===== src/verilog/sar_ctrl_cfg.svh =====
`ifndef SAR_CTRL_CFG_SVH
`define SAR_CTRL_CFG_SVH
`define CLK_PERIOD_PS 5000
`define CONV_TIME_NS 1400
`define CONV_CYCLES ((`CONV_TIME_NS * 1000) / `CLK_PERIOD_PS)
`define RESULT_WIDTH 12
`define FIFO_DEPTH 8
`define WAKE_TIME_NS 350
`define WAKE_CYCLES ((`WAKE_TIME_NS * 1000 + `CLK_PERIOD_PS - 1) / `CLK_PERIOD_PS)
`endif


===== src/verilog/sar_ctrl_pkg.sv =====
`include "sar_ctrl_cfg.svh"
package sar_ctrl_pkg;
  typedef enum logic [1:0] {
    ST_IDLE = 2'b00,
    ST_CONV = 2'b01,
    ST_DONE = 2'b10
  } conv_state_e;
  typedef logic [`RESULT_WIDTH-1:0] word_t;
endpackage

===== src/verilog/result_fifo.sv =====
module result_fifo #(
  parameter int WIDTH = 12,
  parameter int DEPTH = 8
) (
  input wire logic clk_sys,
  input wire logic arst_n,
  input wire logic [WIDTH-1:0] in_data,
  input wire logic in_valid,
  output logic in_ready,
  output logic [WIDTH-1:0] out_data,
  output logic out_valid,
  input wire logic out_ready
);
  localparam int AW = $clog2(DEPTH);
  // Pointer wrap relies on a power-of-two depth
  if (DEPTH < 2 || (1 << AW) != DEPTH) begin : g_depth_check
    $error("DEPTH must be a power of two >= 2");
  end
  typedef struct packed {
    logic [AW:0] wr;
    logic [AW:0] rd;
    logic [WIDTH-1:0] dout;
    logic dvalid;
  } fifo_s;
  fifo_s s_reg;
  fifo_s s_next;
  logic [WIDTH-1:0] mem [DEPTH];
  logic full;
  logic empty;
  logic push;
  logic pop;
  always_comb begin
    full = (s_reg.wr[AW] != s_reg.rd[AW]) && (s_reg.wr[AW-1:0] == s_reg.rd[AW-1:0]);
    empty = (s_reg.wr == s_reg.rd);
    in_ready = !full;
    push = in_valid && !full;
    // Output register refills whenever it is empty or being taken
    pop = !empty && (!s_reg.dvalid || out_ready);
    s_next = s_reg;
    if (push) s_next.wr = s_reg.wr + 1'b1;
    if (s_reg.dvalid && out_ready) s_next.dvalid = 1'b0;
    if (pop) begin
      s_next.rd = s_reg.rd + 1'b1;
      s_next.dout = mem[s_reg.rd[AW-1:0]];
      s_next.dvalid = 1'b1;
    end
  end
  always_ff @(posedge clk_sys) begin
    if (push) mem[s_reg.wr[AW-1:0]] <= in_data;
  end
  always_ff @(posedge clk_sys or negedge arst_n) begin
    if (!arst_n) s_reg <= '0;
    else s_reg <= s_next;
  end
  assign out_data = s_reg.dout;
  assign out_valid = s_reg.dvalid;
endmodule


===== src/verilog/sar_adc_convert_read_control.sv =====
// Functional notes
// Falling start edge begins a conversion; code refuses it while the stream buffer is full
// Start edge acted on only while selected
// Result driven only when read and selected
// Start and read ignored while deselected
// Busy low throughout conversion, high otherwise
// Power-down input low enters power-down
// Twelve result bits, top bit is MSB
// Approximation register cleared at conversion start
// Running conversion cannot be restarted
// Bits decided MSB first down to LSB
// Host allows 160 ns acquisition between conversions
// Completed word copied into output latches
// No conversion starts while powered down
// Host waits 350 ns wake-up before start
// Self-timed conversion takes about 1.4 us
// Binary unipolar, two's complement bipolar
// Busy rises only after result latched
// Latches hold result until next completion
`include "sar_ctrl_cfg.svh"
module sar_adc_convert_read_control #(
  parameter int CONV_CYCLES = `CONV_CYCLES,
  parameter int FIFO_DEPTH = `FIFO_DEPTH
) (
  input wire logic clk_sys,
  input wire logic arst_n,
  input wire logic device_select_n,
  input wire logic conversion_start_n,
  input wire logic read_strobe_n,
  input wire logic power_down_n,
  input wire logic bipolar_mode,
  input wire logic comparator_high,
  output sar_ctrl_pkg::word_t dac_code,
  output logic busy_n,
  output logic powered_down,
  output logic waking,
  output sar_ctrl_pkg::word_t result_bits_out,
  output sar_ctrl_pkg::word_t result_bits_oe_n,
  output sar_ctrl_pkg::word_t stream_data,
  output logic stream_valid,
  input wire logic stream_ready
);
  import sar_ctrl_pkg::*;
  localparam int W = `RESULT_WIDTH;
  localparam int STEP = CONV_CYCLES / W;
  localparam int SW = $clog2(STEP + 1);
  localparam int WK = `WAKE_CYCLES;
  localparam int WKW = $clog2(WK + 1);
  // Refused at elaboration: every bit needs at least one cycle
  if (STEP < 1) begin : g_step_check
    $error("CONV_CYCLES too small for one cycle per bit");
  end

  typedef struct packed {
    conv_state_e state;
    logic start_n_d;
    word_t sar;
    logic [3:0] bit_idx;
    logic [SW-1:0] step_cnt;
    word_t latch;
    logic busy_n;
    logic pd;
    logic [WKW-1:0] wake_cnt;
    logic waking;
    word_t dout;
    word_t oe_n;
    logic push;
  } ctrl_s;

  ctrl_s s_reg;
  ctrl_s s_next;
  logic fifo_in_ready;
  logic fifo_out_valid;
  word_t fifo_out_data;

  // Raw comparator word in unipolar form; bipolar flips the MSB
  function automatic word_t format_word(input word_t raw, input logic bip);
    format_word = bip ? {~raw[W-1], raw[W-2:0]} : raw;
  endfunction

  logic start_edge;
  always_comb begin
    s_next = s_reg;
    s_next.start_n_d = conversion_start_n;
    s_next.push = 1'b0;
    start_edge = s_reg.start_n_d && !conversion_start_n && !device_select_n;

    s_next.pd = !power_down_n;
    if (!power_down_n) begin
      s_next.wake_cnt = WKW'(WK);
    end else if (s_reg.wake_cnt != '0) begin
      s_next.wake_cnt = s_reg.wake_cnt - 1'b1;
    end
    // Registered so the pin comes straight from a flop
    s_next.waking = (s_next.wake_cnt != '0);

    case (s_reg.state)
      ST_IDLE: begin
        // Start refused while powered down; a full stream buffer also refuses it
        if (start_edge && power_down_n && fifo_in_ready) begin
          s_next.state = ST_CONV;
          s_next.sar = {1'b1, {(W-1){1'b0}}};
          s_next.bit_idx = 4'(W - 1);
          s_next.step_cnt = SW'(STEP - 1);
          s_next.busy_n = 1'b0;
        end
      end
      ST_CONV: begin
        // Further start edges are simply not looked at here
        if (s_reg.step_cnt != '0) begin
          s_next.step_cnt = s_reg.step_cnt - 1'b1;
        end else begin
          if (!comparator_high) s_next.sar[s_reg.bit_idx] = 1'b0;
          if (s_reg.bit_idx == 4'd0) begin
            s_next.state = ST_DONE;
          end else begin
            s_next.sar[s_reg.bit_idx - 4'd1] = 1'b1;
            s_next.bit_idx = s_reg.bit_idx - 4'd1;
            s_next.step_cnt = SW'(STEP - 1);
          end
        end
      end
      ST_DONE: begin
        s_next.latch = format_word(s_reg.sar, bipolar_mode);
        s_next.push = 1'b1;
        s_next.state = ST_IDLE;
        s_next.busy_n = 1'b1;
      end
      default: begin
        s_next.state = ST_IDLE;
        s_next.busy_n = 1'b1;
      end
    endcase

    // Latch changes only in ST_DONE, so reads repeat the word
    s_next.dout = s_next.latch;
    s_next.oe_n = (!read_strobe_n && !device_select_n) ? '0 : '1;
  end

  always_ff @(posedge clk_sys or negedge arst_n) begin
    if (!arst_n) begin
      s_reg <= '0;
      s_reg.state <= ST_IDLE;
      s_reg.start_n_d <= 1'b1;
      s_reg.busy_n <= 1'b1;
      s_reg.oe_n <= '1;
    end else begin
      s_reg <= s_next;
    end
  end

  result_fifo #(
    .WIDTH(W),
    .DEPTH(FIFO_DEPTH)
  ) u_fifo (
    .clk_sys(clk_sys),
    .arst_n(arst_n),
    .in_data(s_reg.latch),
    .in_valid(s_reg.push),
    .in_ready(fifo_in_ready),
    .out_data(fifo_out_data),
    .out_valid(fifo_out_valid),
    .out_ready(stream_ready)
  );

  assign dac_code = s_reg.sar;
  assign busy_n = s_reg.busy_n;
  assign powered_down = s_reg.pd;
  assign waking = s_reg.waking;
  assign result_bits_out = s_reg.dout;
  assign result_bits_oe_n = s_reg.oe_n;
  assign stream_data = fifo_out_data;
  assign stream_valid = fifo_out_valid;
endmodule


===== config.mk =====
export PLATFORM = sky130hd
export DESIGN_NAME = sar_adc_convert_read_control
export DESIGN_NICKNAME = d
export VERILOG_FILES = /design/src/verilog/sar_ctrl_pkg.sv /design/src/verilog/result_fifo.sv /design/src/verilog/sar_adc_convert_read_control.sv
export VERILOG_INCLUDE_DIRS = /design/src /design/src/verilog
export SDC_FILE = /design/constraint.sdc
export NUM_CORES = 1
export LEC_CHECK = 0
export ABC_AREA = 1
export BUFFER_PORTS_ARGS = -buffer_cell sky130_fd_sc_hd__buf_2
export CAP_MARGIN = 20
export CORE_MARGIN = 3
export CORE_UTILIZATION = 60
export DETAILED_ROUTE_END_ITERATION = 10
export GPL_ROUTABILITY_DRIVEN = 0
export HOLD_SLACK_MARGIN = 0.1
export PLACE_DENSITY = 0.86
export SETUP_SLACK_MARGIN = 0.15
export SYNTH_ARGS = -nofsm -noshare
export SYNTH_HDL_FRONTEND = slang
export SYNTH_SLANG_ARGS = --single-unit

===== constraint.sdc =====
create_clock -name clk_sys -period 3.44 [get_ports clk_sys]
set_clock_uncertainty 0.1 [all_clocks]
set_input_delay 0.344 -clock clk_sys [delete_from_list [all_inputs] [get_ports clk_sys]]
set_output_delay 0.344 -clock clk_sys [all_outputs]
set_load 0.03 [all_outputs]

==> flow_metrics.py, run 1 <==
metrics = {
    "run_status": {
        "outcome": "finished clean",
    },
    "power_and_ir_drop": {
        "p_clk_frac": 0.285,
        "p_per_area_nw_per_um2": 825,
        "ir_drop_mv": 0.553,
        "p_sw_frac": 0.374,
        "p_comb_frac": 0.323,
        "p_int_uw": 4170,
        "p_seq_frac": 0.392,
        "switching_power_uw": 2490,
        "p_leak_uw": 0.00355,
    },
    "finish": {
        "final_util": 0.692,
        "drive_gt1_frac": 0.157,
        "nFillCells": 806,
        "num-nets-final": 757,
        "multi_input_area_um2": 2010,
        "diodes": 0,
        "area_growth_pct": 10.1,
        "largest_reg_flops": 96,
        "seq_area_um2": 4610,
        "fin_cells": 899,
    },
    "sta": {
        "timing.slew.headroom": 0.498,
        "min_period_ns": 2.81,
        "fin_crit_sh": 0.816,
        "slew_violations": 0,
        "max_freq_mhz": 356,
        "tightest_slew_ns": 0.753,
        "rsz0062_at_grt": "no",
        "finalSetupViolCount": 0,
        "hold_violations": 0,
        "setup_tns_ns": 0,
        "hold_slack_ns": 0.129,
    },
    "worst_setup_path": {
        "crit_type": "flip-flop to flip-flop",
        "worstPathRequired_ns": 3.46,
        "reg2regPathDepth": 9,
        "cpLargestDelayFamily": "flip-flops",
        "worstPathMaxFanout": 28,
        "crit_buf_inv": 3,
        "cp-end-kind": "flip-flop",
        "critPathLaunchType": "flip-flop",
        "crit_cells": 9,
        "cp_cell_sequence": "inv_2 > nand2_1 > nand2_1 > nand4_2 > nand2_1 > inv_1 > nand2_2 > nor3_1 > buf_4",
        "critical_path.most_common_cell": "nand2_1",
        "arrival_ns": 2.83,
        "worst_path_max_delay_cell": "dfrtp_1",
        "slowest_delay_ns": 0.83,
    },
    "route": {
        "dr_wl_met2_um": 7570,
        "post_drt_wl_per_cell_um": 17.0,
        "route.detailed.drc": 0,
        "drt-met1-wl_um": 6210,
        "num_vias": 5135,
        "dr.max_layer_used": "met4",
        "vias_per_cell": 5.71,
        "drtIter0Drc": 438,
        "wirelength_um": 15300,
        "first_pass_iters": 5,
        "antenna_left": 0,
        "wl_met3_um": 1110,
    },
    "floorplanning": {
        "initial_utilization": 0.629,
        "die_w_um": 117,
        "fp.dieH_um": 117,
        "dieArea_um2": 13600,
        "coreArea_um2": 11700,
        "std_cell_rows": 39,
        "ios": 61,
    },
    "synthesis": {
        "yosysSeqAreaShare": 0.629,
        "avgSynthCellArea_um2": 10.2,
        "yosys_warnings": 0,
        "syn_nets": 732,
        "synth_top_cell_area_share": 0.393,
        "netlist_top_cells_area": "edfxtp_1, dfrtp_1, nand2_1",
        "synthArstFlopShare": 0.418,
        "synth_top_area_cell": "edfxtp_1",
        "synth_common_cells": "nand2_1, edfxtp_1, nor2_1, dfrtp_1, o21ai_0",
        "ys_ff_latch": 165,
        "synth-main-ff-cell": "edfxtp_1",
        "syn_area_um2": 7330,
        "synth_edf_count": 96,
        "yosysUniqueCellTypes": 33,
        "syn_inst": 718,
        "synth_most_common_cell": "nand2_1",
    },
    "cts": {
        "htreeDepth": 4,
        "clock_sinks": 165,
        "cts_buffers": 17,
        "post_cts_buffers": 0,
        "cts_hold_buf": 5,
        "root_buffer": "clkbuf_16",
        "clock_latency_ns": 0.43,
        "cts_tree": "done",
        "clock_path_buffers": 2,
        "clk_pin_slew_ns": 0.06,
        "cts_resized": 0,
    },
    "worst_hold_path": {
        "hold_class": "input pin to flip-flop",
        "hold_depth": 4,
    },
    "grt": {
        "grt_pass1_vias": 5118,
        "grt_max_degree": 53,
        "antenna_found_initial": 0,
        "grt_overflow": 0,
        "grt_pass1_wl_um": 24800,
        "grt_use_total": 0.242,
    },
    "placement": {
        "io_buffers": 60,
        "dpl.cell_count": 862,
        "dp_hpwl_um": 10200,
    },
    "flow_run": {
        "maxCapViolations": 0,
    },
}
## per-stage QoR
step | area (um^2) | setup WS, ns | power (uW)
after global routing | 8070 | 0.432 | 7050
final | 8070 | 0.634 | 6660
after global placement | 7430 | 1.00 | 4630
after CTS | 8070 | 0.708 | 6660
after floorplan | 7330 | 1.03 | 4350
after detailed placement | 7430 | 0.744 | 4730
## worst paths after layout
path                                                startpoint                        endpoint  slack (ns)
worst min-delay path                              stream_ready    u_fifo.out_valid$_DFFE_PN0P_        0.13
min in group asynchronous                               arst_n  u_fifo.out_data[2]$_DFFE_PN0P_        0.43
worst max register to register    u_fifo.s_reg[14]$_DFFE_PN0P_      u_fifo.mem[6][8]$_DFFE_PP_        0.63
worst min register to register  u_fifo.out_data[8]$_DFFE_PN0P_  u_fifo.out_data[8]$_DFFE_PN0P_        0.38
worst max-delay path              u_fifo.s_reg[14]$_DFFE_PN0P_      u_fifo.mem[6][8]$_DFFE_PP_        0.63
max in group asynchronous                               arst_n              busy_n$_DFFE_PN1P_        1.99
## routing by layer
metal	GRT usage	vias to the layer above
met3	0.0575	38
met4	0.0994	0
met5	0	-
met1	0.300	2455
li1	-	2401
met2	0.412	241
## kinds of logic after synthesis
group,share of synthesized area
flip-flops,0.629
AO/OA/AOI/OAI,0.0976
XOR/XNOR,0.0143
adder cells (fa/ha/maj),0.00853
AND/OR/NAND/NOR,0.154
buffers and inverters,0.0962
## final cells by class
class,instances,share of cell area
well taps,143,0.0222
clock inverters,8,0.0152
flip-flops and latches,165,0.571
inverters,58,0.0270
repair buffers,79,0.0564
multi-input cells,422,0.249
clock buffers,24,0.0584
## cell usage in the layout (no fill, tap or decap), drive strengths merged, types with 2 or more instances in the layout
cell type and n:
a21oi 7, a22oi 7, buf 74, bufinv 3, clkbuf 24, clkinv 2
clkinvlp 2, dfrtp 66, dfstp 3, dlygate4sd3 5, edfxtp 96, ha 5
inv 59, nand2 166, nand3 19, nand4 6, nor2 79, nor3 4
o21ai 88, o22ai 24, xnor2 5, xor2 7
## power groups by stage
stage	combinational, uW	sequential, uW	clock, uW
6_report	2150	2610	1900
5_1_grt	2400	2640	2000
4_1_cts	2140	2610	1920
3_5_place_dp	2090	2640	0
3_3_place_gp	2010	2620	0
2_1_floorplan	1800	2550	0
## tightest hold or removal path, cell delays in order
cell and delay, ns:
buf_2 0.07, inv_1 0.03, nand2_1 0.10, nand2_1 0.06
Note: power is estimated with default switching activity, not from simulation.
==> run 2, diff against run 1 <==
--- a/config.mk
+++ b/config.mk
@@ -6,15 +6,15 @@
 export SDC_FILE = /design/constraint.sdc
 export NUM_CORES = 1
 export LEC_CHECK = 0
-export ABC_AREA = 1
+export ABC_AREA = 0
 export BUFFER_PORTS_ARGS = -buffer_cell sky130_fd_sc_hd__buf_2
 export CAP_MARGIN = 20
 export CORE_MARGIN = 3
-export CORE_UTILIZATION = 60
+export CORE_UTILIZATION = 59
 export DETAILED_ROUTE_END_ITERATION = 10
 export GPL_ROUTABILITY_DRIVEN = 0
 export HOLD_SLACK_MARGIN = 0.1
-export PLACE_DENSITY = 0.86
+export PLACE_DENSITY = 0.85
 export SETUP_SLACK_MARGIN = 0.15
 export SYNTH_ARGS = -nofsm -noshare
 export SYNTH_HDL_FRONTEND = slang
==> constraint.sdc (replaced) <==
create_clock -name clk_sys -period 2.6 [get_ports clk_sys]
set_clock_uncertainty 0.1 [all_clocks]
set_input_delay 0.26 -clock clk_sys [delete_from_list [all_inputs] [get_ports clk_sys]]
set_output_delay 0.26 -clock clk_sys [all_outputs]
set_load 0.03 [all_outputs]
==> run 2 against run 1 <==
Net effect: via count down 20%; clock-buffer cell count shrank 5; combinational power decreased by 95%; cell count fell by 24%; highest routed layer unchanged; non-clock buffer count rose by 4; hold slack gained 0.040 ns; total power down 18%; critical endpoint is now u_fifo.mem[2][2]$_DFFE_PP_; sequential share of layout area rose by 0.83 points.
==> flow_metrics.py, run 2 <==
metrics = {
    "cts": {
        "clock_path_buffers": 2,
        "cts_tree": "done",
        "htreeDepth": 4,
        "clock_latency_ns": 0.41,
        "clock_sinks": 165,
        "root_buffer": "clkbuf_16",
        "clk_pin_slew_ns": 0.06,
        "post_cts_buffers": 0,
        "cts_buffers": 17,
    },
    "synthesis": {
        "synth-main-ff-cell": "edfxtp_1",
        "netlist_top_cells_area": "edfxtp_1, dfrtp_1, mux4_2",
        "synth_top_cell_area_share": 0.405,
        "syn_nets": 506,
        "synth_most_common_cell": "edfxtp_1",
        "synth_top_area_cell": "edfxtp_1",
        "yosysSeqAreaShare": 0.649,
        "ys_ff_latch": 165,
        "synth_edf_count": 96,
        "syn_area_um2": 7110,
        "avgSynthCellArea_um2": 14.4,
        "yosysUniqueCellTypes": 50,
        "syn_inst": 492,
        "synthArstFlopShare": 0.418,
        "yosys_warnings": 0,
        "synth_common_cells": "edfxtp_1, dfrtp_1, nand2_1, buf_4, o21ai_0",
    },
    "worst_hold_path": {
        "hold_class": "input pin to flip-flop",
    },
    "finish": {
        "drive_gt1_frac": 0.299,
        "diodes": 0,
        "nFillCells": 754,
        "largest_reg_flops": 96,
        "final_common_cell": "edfxtp_1",
        "seq_area_um2": 4610,
        "multi_input_area_um2": 2040,
        "area_growth_pct": 11.9,
        "final_util": 0.685,
        "num-nets-final": 543,
        "layout_common_cells": "edfxtp_1, dfrtp_1, buf_2",
        "fin_cells": 685,
    },
    "route": {
        "num_vias": 4098,
        "first_pass_iters": 7,
        "drtIter0Drc": 429,
        "wirelength_um": 14100,
        "post_drt_wl_per_cell_um": 20.7,
        "antenna_left": 0,
        "route.detailed.drc": 0,
        "vias_per_cell": 5.98,
    },
    "worst_setup_path": {
        "crit_type": "flip-flop to flip-flop",
        "worstPathRequired_ns": 2.62,
        "cp_cell_sequence": "xnor2_1 > nand4_4 > nand2_1 > nor4b_2 > buf_4",
        "critPathLaunchType": "flip-flop",
        "arrival_ns": 2.27,
        "worstPathMaxFanout": 10,
        "slowest_delay_ns": 0.57,
        "cp-end-kind": "flip-flop",
        "worst_path_max_delay_cell": "dfrtp_1",
    },
    "grt": {
        "antenna_found_initial": 0,
        "grt_pass1_wl_um": 22600,
        "grt_max_degree": 70,
        "grt_use_total": 0.226,
        "grt_pass1_vias": 4267,
        "grt_overflow": 0,
    },
    "sta": {
        "timing.slew.headroom": 0.409,
        "rsz0062_at_grt": "no",
        "slew_violations": 0,
        "max_freq_mhz": 445,
        "min_period_ns": 2.25,
        "hold_violations": 0,
        "finalSetupViolCount": 0,
        "setup_tns_ns": 0,
        "tightest_slew_ns": 0.887,
        "fin_crit_sh": 0.865,
        "hold_slack_ns": 0.169,
    },
    "flow_run": {
        "maxCapViolations": 0,
    },
    "floorplanning": {
        "die_w_um": 116,
        "fp.dieH_um": 116,
        "initial_utilization": 0.612,
        "dieArea_um2": 13400,
        "coreArea_um2": 11600,
        "ios": 61,
        "std_cell_rows": 39,
    },
    "placement": {
        "dp_hpwl_um": 8950,
        "dpl.cell_count": 646,
        "io_buffers": 60,
    },
    "power_and_ir_drop": {
        "ir_drop_mv": 0.387,
        "p_leak_uw": 0.00289,
        "total_power_uw": 5440,
        "p_per_area_nw_per_um2": 684,
    },
    "run_status": {
        "outcome": "finished clean",
    },
}
-- run 2: changes by cell type after synthesis, sizes merged, moves of 11 or more --
cell	delta
nor2	-58
clkbuf	-11
mux2i	+13
nand3	-14
nand2	-108
mux2	+13
mux4	+24
o22ai	-24
o21ai	-52
inv	-50
-- run 2: timing repair --
item,CTS,global route
hold buffers,7,0
resized for setup,0,1
setup endpoints to repair,0,1
endpoints found under the hold margin,77,0
-- run 2: worst max-delay path, delay by kind of cell (launching register included) --
family,cells,cell delay (ns)
simple gates,3,0.84
flops,1,0.57
buf+inv,1,0.24
xor+xnor,1,0.20
-- run 2: metrics by stage --
stage,setup WS [ns],cell area (um^2)
finish,0.352,7960
detailed placement,0.372,7280
CTS,0.350,7950
global placement,0.523,7280
global route,0.233,7960
floorplan,0.0935,7130
-- run 2: final cells by class --
cell class,count,area share
clock buffers,19,0.0544
clock inverters,13,0.0217
inverters,8,0.00377
multi-input cells,254,0.256
flip-flops and latches,165,0.580
well taps,143,0.0225
repair buffers,83,0.0616
-- run 2: kinds of logic (layout without fill, tap and decap cells) --
logic type	Yosys count	in the layout	share of synthesized area
AO/OA/AOI/OAI	65	65	0.0561
XOR/XNOR	16	16	0.0208
adder cells (fa/ha/maj)	5	5	0.00880
AND/OR/NAND/NOR	118	118	0.0827
buffers and inverters	73	123	0.0678
multiplexers	50	50	0.115
flip-flops	165	165	0.649
-- run 2: routing by layer --
metal	up-vias	track usage	wire, um
met5	-	0	0
met4	0	0.0642	158
met3	17	0.0580	953
met2	203	0.388	7390
met1	2057	0.287	5650
li1	1821	-	-
-- run 2: final timing paths --
path                                           startpoint                              end  slack, ns  cells after the start
max in group asynchronous                          arst_n  result_bits_out[11]$_DFFE_PN0P_       1.33                      3
max                          u_fifo.s_reg[18]$_DFFE_PN0P_       u_fifo.mem[2][2]$_DFFE_PP_       0.35                      5
min reg2reg                u_fifo.out_data[6]$_DFFE_PN0P_   u_fifo.out_data[6]$_DFFE_PN0P_       0.37                      2
min in group asynchronous                          arst_n   u_fifo.out_data[8]$_DFFE_PN0P_       0.46                      3
min                                       comparator_high         dac_code[10]$_DFFE_PN0P_       0.17                      4
max reg2reg                  u_fifo.s_reg[18]$_DFFE_PN0P_       u_fifo.mem[2][2]$_DFFE_PP_       0.35                      5
-- run 2: where the power goes --
group / switching, uW / internal [uW]
logic: 77.7 / 40.3
registers: 14.3 / 2760
clock network: 1020 / 1530
==> run 3, diff against run 2 <==
--- a/config.mk
+++ b/config.mk
@@ -13,9 +13,11 @@
 export CORE_UTILIZATION = 59
 export DETAILED_ROUTE_END_ITERATION = 10
 export GPL_ROUTABILITY_DRIVEN = 0
+export GPL_TIMING_DRIVEN = 0
 export HOLD_SLACK_MARGIN = 0.1
 export PLACE_DENSITY = 0.85
 export SETUP_SLACK_MARGIN = 0.15
 export SYNTH_ARGS = -nofsm -noshare
 export SYNTH_HDL_FRONTEND = slang
 export SYNTH_SLANG_ARGS = --single-unit
+export TNS_END_PERCENT = 10
==> run 3 against run 2 <==
Net effect: sequential share of layout area down 3.8 points; clock power up 8.6%; largest cell class unchanged; sequential power about the same; total power up 4.3%; critical endpoint is now u_fifo.mem[6][8]$_DFFE_PP_; setup slack worse by 0.19 ns.
==> flow_metrics.py, run 3 (synthesis results as in run 2) <==
metrics = {
    "run_status": {
        "outcome": "finished clean",
    },
    "route": {
        "antenna_left": 0,
        "first_pass_iters": 5,
        "wirelength_um": 14800,
        "vias_per_cell": 5.77,
        "drtIter0Drc": 357,
        "num_vias": 4299,
        "post_drt_wl_per_cell_um": 19.9,
        "route.detailed.drc": 0,
    },
    "power_and_ir_drop": {
        "p_leak_uw": 0.00321,
        "p_seq_frac": 0.489,
        "switching_power_uw": 1070,
        "p_clk_frac": 0.488,
        "total_power_uw": 5680,
        "p_int_uw": 4610,
        "ir_drop_mv": 0.421,
        "p_comb_frac": 0.023,
        "p_sw_frac": 0.188,
        "p_per_area_nw_per_um2": 667,
    },
    "finish": {
        "largest_reg_flops": 96,
        "layout_common_cells": "edfxtp_1, buf_2, dfrtp_1",
        "num-nets-final": 603,
        "drive_gt1_frac": 0.367,
        "area_growth_pct": 19.7,
        "diodes": 0,
        "final_common_cell": "edfxtp_1",
    },
    "sta": {
        "max_freq_mhz": 411,
        "fin_crit_sh": 0.936,
        "finalSetupViolCount": 0,
        "tightest_slew_ns": 0.894,
        "fin_ws_ns": 0.167,
        "hold_violations": 0,
        "min_period_ns": 2.43,
        "hold_slack_ns": 0.171,
        "timing.slew.headroom": 0.404,
        "slew_violations": 0,
        "rsz0062_at_grt": "yes",
    },
    "grt": {
        "grt_use_total": 0.239,
        "grt_overflow": 0,
        "grt_pass1_vias": 4346,
        "antenna_found_initial": 0,
        "grt_pass1_wl_um": 23600,
        "grt_max_degree": 70,
    },
    "cts": {
        "htreeDepth": 4,
        "clock_path_buffers": 2,
        "cts_buffers": 17,
        "root_buffer": "clkbuf_16",
        "clk_pin_slew_ns": 0.06,
        "clock_latency_ns": 0.42,
        "cts_tree": "done",
        "clock_sinks": 165,
    },
    "worst_setup_path": {
        "cp_cell_sequence": "buf_2 > xnor2_1 > nand4_4 > nand2_2 > nor3_2 > buf_6",
        "crit_type": "flip-flop to flip-flop",
        "arrival_ns": 2.46,
        "critPathLaunchType": "flip-flop",
        "cp-end-kind": "flip-flop",
        "crit_cells": 6,
        "worstPathRequired_ns": 2.62,
        "worstPathMaxFanout": 9,
        "reg2regPathDepth": 6,
        "slowest_delay_ns": 0.55,
        "worst_path_max_delay_cell": "nor3_2",
        "crit_buf_inv": 2,
        "cpLargestDelayFamily": "simple AND/OR/NAND/NOR gates",
    },
    "worst_hold_path": {
        "hold_class": "input pin to flip-flop",
        "hold_depth": 4,
    },
    "placement": {
        "io_buffers": 60,
        "pre_cts_ws_ns": -0.159,
        "dp_hpwl_um": 9500,
    },
    "floorplanning": {
        "dieArea_um2": 13400,
        "ios": 61,
        "initial_utilization": 0.612,
        "fp.dieH_um": 116,
        "die_w_um": 116,
        "std_cell_rows": 39,
        "coreArea_um2": 11600,
    },
    "flow_run": {
        "maxCapViolations": 0,
    },
}
## run 3: power groups by stage
stage / registers [uW] / clock network (uW) / logic [uW]
floorplan: 2830 / 0 / 73.9
global route: 2780 / 2930 / 146
finish: 2780 / 2770 / 130
detailed placement: 2830 / 0 / 123
CTS: 2780 / 2820 / 132
global placement: 2830 / 0 / 119
## run 3: final cells by class
type	instances	area (um^2)
flip-flops and latches	165	4610
fillers	690	3100
multi-input cells	254	2080
repair buffers	78	490
plain buffers	65	452
clock buffers	18	429
clock inverters	14	233
well taps	143	179
inverters	8	30.0
## run 3: what timing repair did
| action | in CTS | in global routing |
|---|---|---|
| resized for setup | 3 | 1 |
| endpoints found under the setup margin | 52 | 56 |
| hold buffers | 7 | 0 |
| pin swaps | 2 | 0 |
| endpoints found under the hold margin | 77 | 0 |
| buffers inserted | 3 | 0 |
## run 3: per-stage QoR
stage	TNS (ns)	util	instance area [um^2]	cells
2_1_floorplan	-5.83	-	7120	492
3_3_place_gp	-69.83	0.654	7590	695
3_5_place_dp	-2.27	0.665	7720	703
4_1_cts	0	0.733	8510	745
5_1_grt	0	0.733	8510	745
6_report	0	0.733	8510	745
## run 3: final timing paths
path | from | to | slack, ns
worst max-delay path | u_fifo.s_reg[14]$_DFFE_PN0P_ | u_fifo.mem[6][8]$_DFFE_PP_ | 0.17
min in group asynchronous | arst_n | u_fifo.out_data[8]$_DFFE_PN0P_ | 0.37
worst min register to register | u_fifo.out_data[3]$_DFFE_PN0P_ | u_fifo.out_data[3]$_DFFE_PN0P_ | 0.38
worst max register to register | u_fifo.s_reg[14]$_DFFE_PN0P_ | u_fifo.mem[6][8]$_DFFE_PP_ | 0.17
worst min-delay path | comparator_high | dac_code[6]$_DFFE_PN0P_ | 0.17
max in group asynchronous | arst_n | result_bits_out[5]$_DFFE_PN0P_ | 1.40
## run 3: tightest hold or removal path, cell delays in order
cell and delay (ns):
buf_2 0.13, o21a_1 0.13, o21ai_0 0.06, o21ai_0 0.07
## run 3: per-layer routing
layer	up-vias	share of wire	GRT usage
met1	2149	0.39	0.300
li1	1949	-	-
met3	29	0.057	0.0606
met2	172	0.53	0.409
met4	0	0.022	0.0812
met5	-	0	0
